**config.mk**
```make
export PLATFORM = sky130hd
export DESIGN_NAME = lfsp_ctrl
export DESIGN_NICKNAME = d
export VERILOG_FILES = /design/src/logic/lfsp_sync.v /design/src/logic/lfsp_ctrl.v
export VERILOG_INCLUDE_DIRS = /design/src /design/src/logic
export SDC_FILE = /design/constraint.sdc
export NUM_CORES = 1
export LEC_CHECK = 0
export BUFFER_PORTS_ARGS = -buffer_cell sky130_fd_sc_hd__buf_2
export CORE_AREA = 2 2 107 109
export DETAILED_ROUTE_END_ITERATION = 8
export DIE_AREA = 0 0 109 111
export PLACE_DENSITY = 0.84
export SLEW_MARGIN = 5
export SYNTH_ARGS = -nofsm -noshare
export SYNTH_HDL_FRONTEND = slang
export SYNTH_SLANG_ARGS = --single-unit
export TNS_END_PERCENT = 30
```
**constraint.sdc**
```tcl
create_clock -name sys_clk -period 2.3 [get_ports sys_clk]
set_input_delay 0.115 -clock sys_clk [delete_from_list [all_inputs] [get_ports sys_clk]]
set_output_delay 0.115 -clock sys_clk [all_outputs]
set_load 0.005 [all_outputs]
```
**src/logic/lfsp_map.vh**
```
// Constants of the lock, fuse and self-programming control block.
// Assumes a single core clock domain; included by bare name.
`ifndef LFSP_MAP_VH
`define LFSP_MAP_VH

// Control field bit positions (bits 4 down to 0)
`define LFSP_BIT_STORE 0
`define LFSP_BIT_ERASE 1
`define LFSP_BIT_WRITE 2
`define LFSP_BIT_READ 3
`define LFSP_BIT_CLEAR 4
`define LFSP_CTL_W 5

// Accepted control patterns
`define LFSP_PAT_CLEAR 5'h11
`define LFSP_PAT_READ 5'h09
`define LFSP_PAT_WRITE 5'h05
`define LFSP_PAT_ERASE 5'h03
`define LFSP_PAT_STORE 5'h01
`define LFSP_PAT_NONE 5'h00

// Arming windows in core clock cycles
`define LFSP_STORE_WIN 3'h4
`define LFSP_LOAD_WIN 3'h3
`define LFSP_CNT_ZERO 3'h0
`define LFSP_CNT_ONE 3'h1

// Reset values of the nonvolatile bytes
`define LFSP_LOCK_DEF 8'hff
`define LFSP_EXT_DEF 8'hff
`define LFSP_HIGH_DEF 8'hdf
`define LFSP_LOW_DEF 8'h62
`define LFSP_ALL_ONES 8'hff
`define LFSP_READ_PAD 3'h0

// Lock bit positions
`define LFSP_LOCK_LOW 0
`define LFSP_LOCK_HIGH 1

// High fuse bit positions
`define LFSP_HI_EXT_RESET 7
`define LFSP_HI_DEBUG 6
`define LFSP_HI_SERIAL 5
`define LFSP_HI_WATCHDOG 4
`define LFSP_HI_PRESERVE 3

// Extended fuse bit position
`define LFSP_EXT_SELF_PROG 0

// Pointer values selecting a byte on a redirected load
`define LFSP_Z_FUSE_LOW 16'h0000
`define LFSP_Z_LOCK 16'h0001
`define LFSP_Z_FUSE_EXT 16'h0002
`define LFSP_Z_FUSE_HIGH 16'h0003

// Programmer fuse byte select codes
`define LFSP_SEL_LOW 2'h0
`define LFSP_SEL_HIGH 2'h1
`define LFSP_SEL_EXT 2'h2

`endif

```
**src/logic/lfsp_sync.v**
```verilog
// Three-stage input synchroniser with agreement filter.
// Assumes the input is asynchronous to sys_clk.
module lfsp_sync (
   // Clock and reset
   input wire sys_clk,
   input wire rst_b,
   // Raw and filtered level
   input wire d,
   output reg q
);

reg stage1;
reg stage2;
reg stage3;

// Shift chain; output follows only when stages two and three agree
always @(posedge sys_clk or negedge rst_b) begin
   if (!rst_b) begin
      stage1 <= 1'b0;
      stage2 <= 1'b0;
      stage3 <= 1'b0;
      q <= 1'b0;
   end else begin
      stage1 <= d;
      stage2 <= stage1;
      stage3 <= stage2;
      if (stage2 == stage3) begin
         q <= stage3;
      end
   end
end

endmodule // lfsp_sync

```
**src/logic/lfsp_ctrl.v**
```verilog
// Lock bit, fuse byte and self-programming store control.
// Assumes core strobes and programmer commands are on sys_clk;
// programming mode pins are asynchronous and are synchronised here.
//
// Notes on behaviour
// - Store-enable arms the store instruction for four following cycles.
// - Store-enable alone: store writes R1:R0 into buffer word at pointer.
// - Buffer fill ignores pointer bit zero; it addresses words.
// - Store-enable clears on store completion or after four idle cycles.
// - Store-enable stays set during page erase or write until done.
// - Only patterns 10001, 01001, 00101, 00011, 00001 act; others ignored.
// - Two lock bits, 0 programmed; only chip erase returns them to 1.
// - Programmed debug fuse lets debug link read memory despite locks.
// - Both lock bits 1: no memory protection.
// - Mode 2: refuse memory programming and fuse changes; debug off.
// - Mode 3: also refuse memory verify; debug link off.
// - Three fuse bytes low, high, extended; programmed reads as 0.
// - Extended bit 0 enables self-programming; defaults 1, rest read 1.
// - Serial-programming fuse defaults programmed; serial mode cannot alter.
// - Preserve fuse programmed keeps data memory through chip erase.
// - Low fuse defaults: divide-by-8 on, clock out off, 10, 0010.
// - Chip erase leaves all fuse bits unchanged.
// - Lower lock bit programmed: refuse any fuse change.
// - Fuses latch on programming entry; new values act after exit.
// - Preserve fuse acts as soon as programmed.
// - All fuses latch at power-up in normal operation.
// - Erase with store-enable: store within four cycles erases the page.
// - Read with store-enable: load within three cycles returns fuse/lock.
// - Clear-buffer write discards temporary buffer contents.
`include "lfsp_map.vh"

module lfsp_ctrl #(
   parameter PAGE_WORD_BITS = 5
) (
   // Clock and reset
   input wire sys_clk,
   input wire rst_b,
   // Core control register port
   input wire ctrl_wr,
   input wire [7:0] ctrl_wdata,
   output wire [7:0] ctrl_rdata,
   // Core instruction strobes and operands
   input wire store_instr,
   input wire load_instr,
   input wire [15:0] z_ptr,
   input wire [15:0] r1r0,
   // Page buffer and flash array side
   output reg buf_wr,
   output reg buf_clear,
   output reg [14:0] buf_word_addr,
   output reg [15:0] buf_wdata,
   output reg page_erase_start,
   output reg page_write_start,
   output reg [15-PAGE_WORD_BITS-1:0] page_addr,
   input wire page_op_done,
   output wire cpu_halt,
   // Redirected load answer
   output wire load_redirect,
   output reg load_valid,
   output reg [7:0] load_data,
   // Programmer pins and commands
   input wire prog_mode_pin,
   input wire prog_serial_pin,
   input wire prog_chip_erase,
   input wire prog_fuse_wr,
   input wire [1:0] prog_fuse_sel,
   input wire [7:0] prog_fuse_data,
   input wire prog_lock_wr,
   input wire [7:0] prog_lock_data,
   output reg prog_refused,
   output reg flash_erase,
   output reg data_mem_erase,
   output wire mem_prog_allow,
   output wire mem_verify_allow,
   output wire fuse_change_allow,
   // Debug link gating
   output wire debug_link_on,
   output wire debug_mem_read,
   // Active fuse values
   output reg [7:0] fuse_low_q,
   output reg [7:0] fuse_high_q,
   output reg [7:0] fuse_ext_q,
   output wire self_prog_ok
);

// Control states, one-hot
localparam ST_IDLE = 3'b001;
localparam ST_ARMED = 3'b010;
localparam ST_BUSY = 3'b100;
localparam PAGE_W = 15 - PAGE_WORD_BITS;

reg [2:0] state;
reg [2:0] next_state;
reg [`LFSP_CTL_W-1:0] ctl;
reg [`LFSP_CTL_W-1:0] next_ctl;
reg [2:0] win_cnt;
reg [2:0] next_win_cnt;

// Nonvolatile cells and latching state
reg [7:0] lock_bit_byte;
reg [7:0] fuse_low_byte;
reg [7:0] fuse_high_byte;
reg [7:0] fuse_extended_byte;
reg pwr_latched;
reg mode_prev;
wire prog_mode_q;
wire prog_serial_q;

// Accept only the five legal control patterns
function pattern_ok;
   input [`LFSP_CTL_W-1:0] pat;
   begin
      case (pat)
         `LFSP_PAT_CLEAR: pattern_ok = 1'b1;
         `LFSP_PAT_READ: pattern_ok = 1'b1;
         `LFSP_PAT_WRITE: pattern_ok = 1'b1;
         `LFSP_PAT_ERASE: pattern_ok = 1'b1;
         `LFSP_PAT_STORE: pattern_ok = 1'b1;
         default: pattern_ok = 1'b0;
      endcase
   end
endfunction

// Programmer mode pins cross into the core clock
lfsp_sync u_mode_sync (
   .sys_clk(sys_clk),
   .rst_b(rst_b),
   .d(prog_mode_pin),
   .q(prog_mode_q)
);

lfsp_sync u_serial_sync (
   .sys_clk(sys_clk),
   .rst_b(rst_b),
   .d(prog_serial_pin),
   .q(prog_serial_q)
);

// Protection decode from the live lock cells
wire lock_low_set = ~lock_bit_byte[`LFSP_LOCK_LOW];
wire lock_high_set = ~lock_bit_byte[`LFSP_LOCK_HIGH];
assign mem_prog_allow = ~lock_low_set;
assign mem_verify_allow = ~(lock_low_set & lock_high_set);
assign fuse_change_allow = prog_mode_q & ~lock_low_set;

// Debug link: locks switch it off, but memory read follows the fuse
wire debug_fuse_set = ~fuse_high_q[`LFSP_HI_DEBUG];
assign debug_link_on = debug_fuse_set & ~lock_low_set;
assign debug_mem_read = debug_fuse_set;

// Self-programming gated by the latched extended fuse
assign self_prog_ok = ~fuse_ext_q[`LFSP_EXT_SELF_PROG];

// Core halts while a page operation runs
assign cpu_halt = state[2];

// Register read shows the live control bits, reserved bits zero
assign ctrl_rdata = {`LFSP_READ_PAD, ctl};

// Window qualifiers
wire store_win = (win_cnt != `LFSP_CNT_ZERO);
wire load_win = (win_cnt > (`LFSP_STORE_WIN - `LFSP_LOAD_WIN));
wire is_read = (ctl == `LFSP_PAT_READ);
wire store_hit = state[1] & store_instr & store_win;
assign load_redirect = state[1] & is_read & load_instr & load_win;

// Next control state and window count
always @* begin
   next_state = state;
   next_ctl = ctl;
   next_win_cnt = win_cnt;
   case (state)
      ST_IDLE: begin
         if (ctrl_wr && pattern_ok(ctrl_wdata[`LFSP_CTL_W-1:0])) begin
            next_ctl = ctrl_wdata[`LFSP_CTL_W-1:0];
            next_win_cnt = `LFSP_STORE_WIN;
            next_state = ST_ARMED;
         end
      end
      ST_ARMED: begin
         next_win_cnt = win_cnt - `LFSP_CNT_ONE;
         if (load_redirect) begin
            next_ctl = `LFSP_PAT_NONE;
            next_win_cnt = `LFSP_CNT_ZERO;
            next_state = ST_IDLE;
         end else if (store_hit && (ctl == `LFSP_PAT_ERASE ||
                      ctl == `LFSP_PAT_WRITE) && self_prog_ok) begin
            next_win_cnt = `LFSP_CNT_ZERO;
            next_state = ST_BUSY;
         end else if (store_hit) begin
            next_ctl = `LFSP_PAT_NONE;
            next_win_cnt = `LFSP_CNT_ZERO;
            next_state = ST_IDLE;
         end else if (is_read && !load_win) begin
            next_ctl = `LFSP_PAT_NONE;
            next_win_cnt = `LFSP_CNT_ZERO;
            next_state = ST_IDLE;
         end else if (win_cnt == `LFSP_CNT_ONE) begin
            next_ctl = `LFSP_PAT_NONE;
            next_state = ST_IDLE;
         end
      end
      ST_BUSY: begin
         if (page_op_done) begin
            next_ctl = `LFSP_PAT_NONE;
            next_state = ST_IDLE;
         end
      end
      default: begin
         next_state = ST_IDLE;
         next_ctl = `LFSP_PAT_NONE;
         next_win_cnt = `LFSP_CNT_ZERO;
      end
   endcase
end

// Control state registers
always @(posedge sys_clk or negedge rst_b) begin
   if (!rst_b) begin
      state <= ST_IDLE;
      ctl <= `LFSP_PAT_NONE;
      win_cnt <= `LFSP_CNT_ZERO;
   end else begin
      state <= next_state;
      ctl <= next_ctl;
      win_cnt <= next_win_cnt;
   end
end

// Buffer fill, clear and page operation strobes
always @(posedge sys_clk or negedge rst_b) begin
   if (!rst_b) begin
      buf_wr <= 1'b0;
      buf_clear <= 1'b0;
      buf_word_addr <= 15'h0000;
      buf_wdata <= 16'h0000;
      page_erase_start <= 1'b0;
      page_write_start <= 1'b0;
      page_addr <= {PAGE_W{1'b0}};
   end else begin
      buf_wr <= 1'b0;
      buf_clear <= 1'b0;
      page_erase_start <= 1'b0;
      page_write_start <= 1'b0;
      if (state[0] && ctrl_wr &&
          ctrl_wdata[`LFSP_CTL_W-1:0] == `LFSP_PAT_CLEAR) begin
         buf_clear <= 1'b1;
      end
      if (store_hit && self_prog_ok) begin
         if (ctl == `LFSP_PAT_STORE) begin
            buf_wr <= 1'b1;
            buf_word_addr <= z_ptr[15:1];
            buf_wdata <= r1r0;
         end
         if (ctl == `LFSP_PAT_ERASE) begin
            page_erase_start <= 1'b1;
            page_addr <= z_ptr[15:PAGE_WORD_BITS+1];
         end
         if (ctl == `LFSP_PAT_WRITE) begin
            page_write_start <= 1'b1;
            page_addr <= z_ptr[15:PAGE_WORD_BITS+1];
         end
      end
   end
end

// Redirected load returns lock or fuse bytes, programmed as zero
always @(posedge sys_clk or negedge rst_b) begin
   if (!rst_b) begin
      load_valid <= 1'b0;
      load_data <= 8'h00;
   end else begin
      load_valid <= load_redirect;
      if (load_redirect) begin
         case (z_ptr)
            `LFSP_Z_FUSE_LOW: load_data <= fuse_low_byte;
            `LFSP_Z_LOCK: load_data <= lock_bit_byte;
            `LFSP_Z_FUSE_EXT: load_data <= fuse_extended_byte;
            `LFSP_Z_FUSE_HIGH: load_data <= fuse_high_byte;
            default: load_data <= `LFSP_ALL_ONES;
         endcase
      end
   end
end

// Fuse byte write data; serial mode keeps the serial-enable bit
reg [7:0] fuse_new;
always @* begin
   fuse_new = prog_fuse_data;
   if (prog_fuse_sel == `LFSP_SEL_HIGH && prog_serial_q) begin
      fuse_new[`LFSP_HI_SERIAL] = fuse_high_byte[`LFSP_HI_SERIAL];
   end
end

wire fuse_try = prog_mode_q & prog_fuse_wr;
wire fuse_take = fuse_try & fuse_change_allow;

// Nonvolatile cells: defaults at power-up, programmer writes
always @(posedge sys_clk or negedge rst_b) begin
   if (!rst_b) begin
      lock_bit_byte <= `LFSP_LOCK_DEF;
      fuse_low_byte <= `LFSP_LOW_DEF;
      fuse_high_byte <= `LFSP_HIGH_DEF;
      fuse_extended_byte <= `LFSP_EXT_DEF;
   end else if (prog_mode_q) begin
      if (prog_chip_erase) begin
         lock_bit_byte <= `LFSP_LOCK_DEF;
      end else if (prog_lock_wr) begin
         lock_bit_byte <= lock_bit_byte & prog_lock_data;
      end
      if (fuse_take && !prog_chip_erase) begin
         case (prog_fuse_sel)
            `LFSP_SEL_LOW: fuse_low_byte <= fuse_new;
            `LFSP_SEL_HIGH: fuse_high_byte <= fuse_new;
            `LFSP_SEL_EXT: fuse_extended_byte <= fuse_new;
            default: fuse_low_byte <= fuse_low_byte;
         endcase
      end
   end
end

// Chip erase strobes; preserve fuse read live from its cell
always @(posedge sys_clk or negedge rst_b) begin
   if (!rst_b) begin
      flash_erase <= 1'b0;
      data_mem_erase <= 1'b0;
      prog_refused <= 1'b0;
   end else begin
      flash_erase <= prog_mode_q & prog_chip_erase;
      data_mem_erase <= prog_mode_q & prog_chip_erase &
                        fuse_high_byte[`LFSP_HI_PRESERVE];
      prog_refused <= fuse_try & ~fuse_change_allow;
   end
end

// Active fuse copies: latched at power-up and on mode entry and exit
always @(posedge sys_clk or negedge rst_b) begin
   if (!rst_b) begin
      pwr_latched <= 1'b0;
      mode_prev <= 1'b0;
      fuse_low_q <= `LFSP_LOW_DEF;
      fuse_high_q <= `LFSP_HIGH_DEF;
      fuse_ext_q <= `LFSP_EXT_DEF;
   end else begin
      pwr_latched <= 1'b1;
      mode_prev <= prog_mode_q;
      if (!pwr_latched || (prog_mode_q != mode_prev)) begin
         fuse_low_q <= fuse_low_byte;
         fuse_high_q <= fuse_high_byte;
         fuse_ext_q <= fuse_extended_byte;
      end
   end
end

endmodule // lfsp_ctrl

```
==> results.py, run 1 <==
metrics = {
    "floorplan": {
        "io_pins": 166,
        "die_w_um": 109,
        "die_area_um2": 12100,
        "start_util": 0.4935,
        "chipHeight_um": 111,
        "core-area_um2": 11080,
        "num_rows": 39,
    },
    "cells_and_area": {
        "diodes": 0,
        "final_area_um2": 7707,
        "drive_above_1_share": 0.5563,
        "layout.nets": 690,
        "n_fill_cell": 721,
        "layout_commonest_cell": "buf_2",
        "area_delta_synth_final_pct": 40.99,
        "final_cell_mix": "buf_2 (158), dfrtp_1 (89), mux2_2 (84)",
    },
    "routing": {
        "vias": 4064,
        "wl_per_cell_um": 18.42,
        "drt_wl_total_mm": 14.26,
        "via_per_inst": 5.251,
        "drtPass1Iterations": 4,
        "drc_errors": 0,
        "drtIter0Drc": 233,
        "ant_nets": 0,
    },
    "synthesis": {
        "synth_top_area_frac": 0.4074,
        "syn_area_um2": 5466,
        "syn_inst": 383,
        "synth-edff-count": 0,
        "syn_area_per_cell_um2": 14.27,
        "ys_seq_area_frac": 0.6237,
        "synth-seq-cells": 134,
        "synth_top_flop_cell": "dfrtp_1",
        "yosysTopAreaCell": "dfrtp_1",
        "synth_area_leaders": "dfrtp_1 (41%), dfstp_2 (22%), mux2_2 (17%), mux4_2 (2.9%), nand2_1 (1.9%)",
        "yosys_warnings": 0,
        "yosysUniqueCellTypes": 48,
        "async_flop_share": 1.000,
    },
    "sta": {
        "max_freq_mhz": 458.2,
        "skew_ns": 0.01383,
        "max-slew-margin-rel": 0.5974,
        "holdWs_ns": 0.03796,
        "setup_viol": 0,
        "period_share": 0.9488,
        "rsz0062_at_grt": "false",
        "hold_viol_final": 0,
        "tightest_slew_ns": 0.6039,
        "tns_ns": 0,
        "fin_crit_ns": 2.182,
        "drv_slew": 0,
    },
    "worst_setup_path": {
        "worst_setup_path_end_kind": "output pin",
        "path_class": "reg -> out",
        "path_buf_inv": 2,
        "crit_chain": "ha_1, o21ba_2, nor2_1, or3_4, inv_1, buf_2",
        "crit_family": "simple AND/OR/NAND/NOR gates",
        "cp_data_arrival_time_ns": 2.07,
        "startpoint_type": "flip-flop",
        "critPathMaxFanout": 17,
        "critPathSlowestCell": "or3_4",
        "cp.required_ns": 2.18,
        "cpPeakStageDelay_ns": 0.46,
    },
    "power": {
        "p_int_mw": 5.802,
        "pwr-share-comb": 0.185,
        "pwr_density_cell_nw_per_um2": 1001,
        "clock_power_share": 0.378,
        "irDropWorstVdd_v": 0.0006189,
        "switchingPower_mw": 1.911,
        "sequentialPowerShare": 0.437,
        "total_power_mw": 7.714,
        "leakagePower_nw": 3.783,
        "sw_frac_of_total": 0.2478,
    },
    "global_routing": {
        "antenna_found_initial": 0,
        "grt_overflow": 0,
        "grt_pass1_wl_mm": 21.94,
        "grt_max_degree": 46,
        "grt_use_total": 0.2376,
        "grt_pass1_vias": 4255,
    },
    "place": {
        "portBuffers": 159,
        "place_congestion": 0.8485,
        "dpl.hpwl_mm": 9.412,
        "placed_area_um2": 6506,
    },
    "clock_network": {
        "cts.path.max_buffers": 2,
        "root_buffer": "clkbuf_16",
        "clk_pin_slew_ns": 0.05,
        "cts_inserted_buffers": 17,
        "clk_latency_ns": 0.40,
        "cts.sinks": 134,
        "cts_htree_levels": 4,
        "cts_tree": "built",
    },
    "status": {
        "status": "finished clean",
    },
    "hold_path": {
        "hp-class": "in -> reg",
    },
    "job": {
        "drv_cap": 0,
    },
}
==> metrics by stage <==
step | util | worst slack (ns) | instances
floorplan | - | 0.2439 | 385
global placement | 0.5874 | 0.2506 | 687
detailed placement | 0.5874 | 0.1818 | 687
CTS | 0.6949 | 0.1080 | 773
global route | 0.6958 | 0.02782 | 774
finish | 0.6958 | 0.1177 | 774
==> tightest hold or removal path: cells and delay by family <==
kind                   cells  cell delay (ns)
AO/OA/AOI/OAI              1             0.10
buffers and inverters      1             0.09
AND/OR/NAND/NOR            1             0.09
==> cells by family after synthesis <==
kind of cell | share of synthesized area
multiplexers | 0.2037
AND/OR/NAND/NOR | 0.08332
adder cells (fa/ha/maj) | 0.01053
AO/OA/AOI/OAI | 0.05333
other | 0.001374
flip-flops | 0.6237
buffers and inverters | 0.02083
XOR/XNOR | 0.003205
==> power groups by stage <==
stage | Combinational, mW | Clock, mW | Sequential (mW)
2_1_floorplan | 0.663 | 0 | 3.34
3_3_place_gp | 1.29 | 0 | 3.34
3_5_place_dp | 1.34 | 0 | 3.39
4_1_cts | 1.42 | 2.98 | 3.35
5_1_grt | 1.55 | 3.10 | 3.44
6_report | 1.43 | 2.92 | 3.37
==> layout make-up <==
class | instances | area (um^2) | area share
Clock buffer | 19 | 442.9 | 0.05747
Clock inverter | 13 | 202.7 | 0.02630
Inverter | 7 | 26.28 | 0.003409
Multi-Input combinational cell | 230 | 1956 | 0.2537
Sequential cell | 134 | 3410 | 0.4424
Tap cell | 143 | 178.9 | 0.02321
Timing Repair Buffer | 228 | 1491 | 0.1935
==> synthesized netlist by cell type, types with 2 or more instances <==
cell / number
ha_1: 3
a22o_1: 4
mux4_2: 7
nor3b_2: 2
and2_1: 2
nand2b_1: 2
a21oi_1: 6
xnor2_1: 2
maj3_1: 2
mux2_2: 84
nor3_2: 2
a211oi_1: 2
o211ai_1: 2
nor4_1: 5
nand2_1: 28
o22a_1: 2
dfrtp_1: 89
dfstp_2: 45
nor2_1: 14
inv_1: 7
nor2b_1: 6
nor3b_1: 5
buf_4: 3
buf_6: 3
o21bai_1: 2
o21ai_0: 21
conb_1: 2
clkbuf_1: 6
o21ba_2: 2
nand3b_1: 3
and3_1: 3
==> flip-flops by register name, indices dropped and copies added, names as in the netlist, 3 cells and up <==
signal              count
buf_wdata              16
buf_word_addr          15
page_addr              10
fuse_ext_q              8
fuse_extended_byte      8
fuse_high_byte          8
fuse_high_q             8
fuse_low_byte           8
fuse_low_q              8
load_data               8
lock_bit_byte           8
ctl                     5
state                   3
win_cnt                 3
==> routing by layer <==
layer / global-route usage / vias to the layer above / routed length [um]
li1: - / 1836 / -
met1: 0.2922 / 2012 / 5978
met2: 0.4079 / 193 / 7043
met3: 0.06643 / 23 / 1047
met4: 0.06325 / 0 / 190
met5: 0 / - / 0
==> worst paths after layout <==
kind	to	depth (start not counted)	slack [ns]	startpoint
worst max-delay path	load_redirect	6	0.12	win_cnt[0]
worst min-delay path	lock_bit_byte[6]	3	0.04	prog_lock_data[6]
worst max register to register	buf_word_addr[9]	5	0.16	ctl[3]
worst min register to register	u_serial_sync.stage2	0	0.35	u_serial_sync.stage1
max in group asynchronous	fuse_low_q[5]	3	1.28	rst_b
min in group asynchronous	state[1]	2	0.26	rst_b
==> repair_timing <==
item,CTS,global route
setup buffers,0,0
resized for setup,1,0
hold buffers,54,1
setup endpoints to repair,1,0
hold endpoints to repair,103,1
Note: power is estimated with default switching activity, not from simulation.
==> inputs of run 2 (changes only) <==
==> constraint.sdc (replaced) <==
create_clock -name sys_clk -period 2.3 [get_ports sys_clk]
set_input_delay 0.345 -clock sys_clk [delete_from_list [all_inputs] [get_ports sys_clk]]
set_output_delay 0.345 -clock sys_clk [all_outputs]
set_load 0.005 [all_outputs]
==> run 2 against run 1 <==
Effect of this change:
- register-to-register slack better by 0.02 ns
- critical endpoint unchanged
- largest power group unchanged
- clock power down 3%
- flip-flop and latch count is the same
==> results.py, run 2 (synthesized netlist as in run 1, its figures left out) <==
metrics = {
    "worst_setup_path": {
        "cp_data_arrival_time_ns": 1.87,
        "critPathSlowestCell": "or3_4",
        "worst_setup_path_end_kind": "output pin",
        "reg2reg_slack_ns": 0.18,
        "crit_family": "simple AND/OR/NAND/NOR gates",
        "crit_chain": "inv_1, ha_2, o21ba_2, nor2_1, or3_4, inv_2, buf_2",
        "path_class": "reg -> out",
        "path_buf_inv": 3,
        "cp.required_ns": 1.96,
        "cpPeakStageDelay_ns": 0.39,
        "startpoint_type": "flip-flop",
        "critPathMaxFanout": 4,
    },
    "routing": {
        "drtPass1Iterations": 4,
        "ant_nets": 0,
        "drtIter0Drc": 195,
        "wl_per_cell_um": 17.54,
        "drc_errors": 0,
        "drt_wl_total_mm": 12.65,
        "via_per_inst": 5.214,
        "vias": 3759,
    },
    "sta": {
        "skew_ns": 0.006226,
        "setup_viol": 0,
        "hold_viol_final": 0,
        "max_freq_mhz": 450.8,
        "fin_crit_ns": 2.218,
        "drv_slew": 0,
        "period_share": 0.9644,
    },
    "hold_path": {
        "hp-class": "in -> reg",
    },
    "status": {
        "status": "finished clean",
    },
    "cells_and_area": {
        "layout.cells.non_filler": 721,
        "n_fill_cell": 833,
        "layout.area.seq_um2": 3410,
        "layout_commonest_cell": "buf_2",
        "diodes": 0,
        "regMostFlops": "buf_wdata",
        "multi_input_area_um2": 1958,
        "area_delta_synth_final_pct": 31.15,
        "fin_util": 0.6472,
        "final_cell_mix": "buf_2 (158), dfrtp_1 (89), mux2_2 (84)",
        "drive_above_1_share": 0.6107,
        "top_regs": "buf_wdata: 16 flops, buf_word_addr: 15 flops, page_addr: 10 flops",
        "largest_reg_flops": 16,
        "layout.nets": 637,
    },
    "clock_network": {
        "cts.sinks": 134,
        "root_buffer": "clkbuf_16",
        "clk_pin_slew_ns": 0.05,
        "clk_latency_ns": 0.41,
        "cts_tree": "built",
        "cts_inserted_buffers": 17,
        "cts.path.max_buffers": 2,
        "cts_htree_levels": 4,
    },
    "global_routing": {
        "grt_pass1_wl_mm": 19.69,
        "grt_overflow": 0,
        "grt_max_degree": 49,
        "antenna_found_initial": 0,
        "grt_use_total": 0.2177,
        "grt_pass1_vias": 3849,
    },
    "floorplan": {
        "start_util": 0.4935,
        "core-area_um2": 11080,
        "chipHeight_um": 111,
        "num_rows": 39,
        "io_pins": 166,
        "die_area_um2": 12100,
        "die_w_um": 109,
    },
    "place": {
        "post-place-cells": 686,
        "portBuffers": 159,
        "dpl.hpwl_mm": 9.265,
        "place_congestion": 0.8265,
    },
    "job": {
        "drv_cap": 0,
    },
    "power": {
        "pwr_density_cell_nw_per_um2": 1049,
        "irDropWorstVdd_v": 0.0006503,
        "leakagePower_nw": 3.566,
        "total_power_mw": 7.522,
    },
}
## run 2: cell count changes in the layout (fill, tap and decap cells not counted), moves of 2 or more
cell           before  now
clkbuf_1            1    3
clkbuf_8            1    3
clkinv_2            2    4
clkinvlp_4          4    1
dlygate4sd3_1      55    1
## run 2: what timing repair did
action                     CTS  global route
resized for setup            1             2
setup buffers                0             2
setup endpoints to repair    1             1
hold endpoints to repair    11             0
hold buffers                 1             0
## run 2: path summary, 6_finish.rpt
check / cells after the start / startpoint / end
worst max-delay path: 7 / win_cnt[1] / load_redirect
worst min-delay path: 1 / prog_serial_pin / u_serial_sync.stage1
worst max register to register: 5 / ctl[3] / buf_word_addr[13]
worst min register to register: 0 / u_serial_sync.stage1 / u_serial_sync.stage2
max in group asynchronous: 3 / rst_b / fuse_low_q[6]
min in group asynchronous: 2 / rst_b / ctl[4]
## run 2: stage by stage
stage	TNS [ns]	setup slack (ns)	area [um^2]	hold slack, ns
floorplan	0	0.2439	5474	0.04941
global placement	0	0.2399	6511	0.2319
detailed placement	0	0.1896	6511	0.2400
CTS	0	0.003247	7152	0.01922
global route	-0.002142	-0.002142	7169	0.01773
finish	0	0.08192	7169	0.03403
## run 2: area by class of cell
type                       instances  area share
tap                              143     0.02496
clock inverter                     9     0.02059
timing repair buffer             175      0.1354
clock buffer                      23     0.06667
multi-input combinational        230      0.2731
sequential                       134      0.4756
inverter                           7    0.003665
## run 2: metal layers
metal | vias to the layer above | track usage | wire, um
met5 | - | 0 | 0
met4 | 0 | 0.09231 | 225
met3 | 22 | 0.06584 | 1111
met2 | 174 | 0.3545 | 6077
met1 | 1843 | 0.2666 | 5232
li1 | 1720 | - | -
## run 2: where the power goes
| part | internal, mW | switching [mW] |
|---|---|---|
| Sequential | 3.03 | 0.326 |
| Clock | 1.89 | 0.944 |
| Combinational | 0.767 | 0.563 |
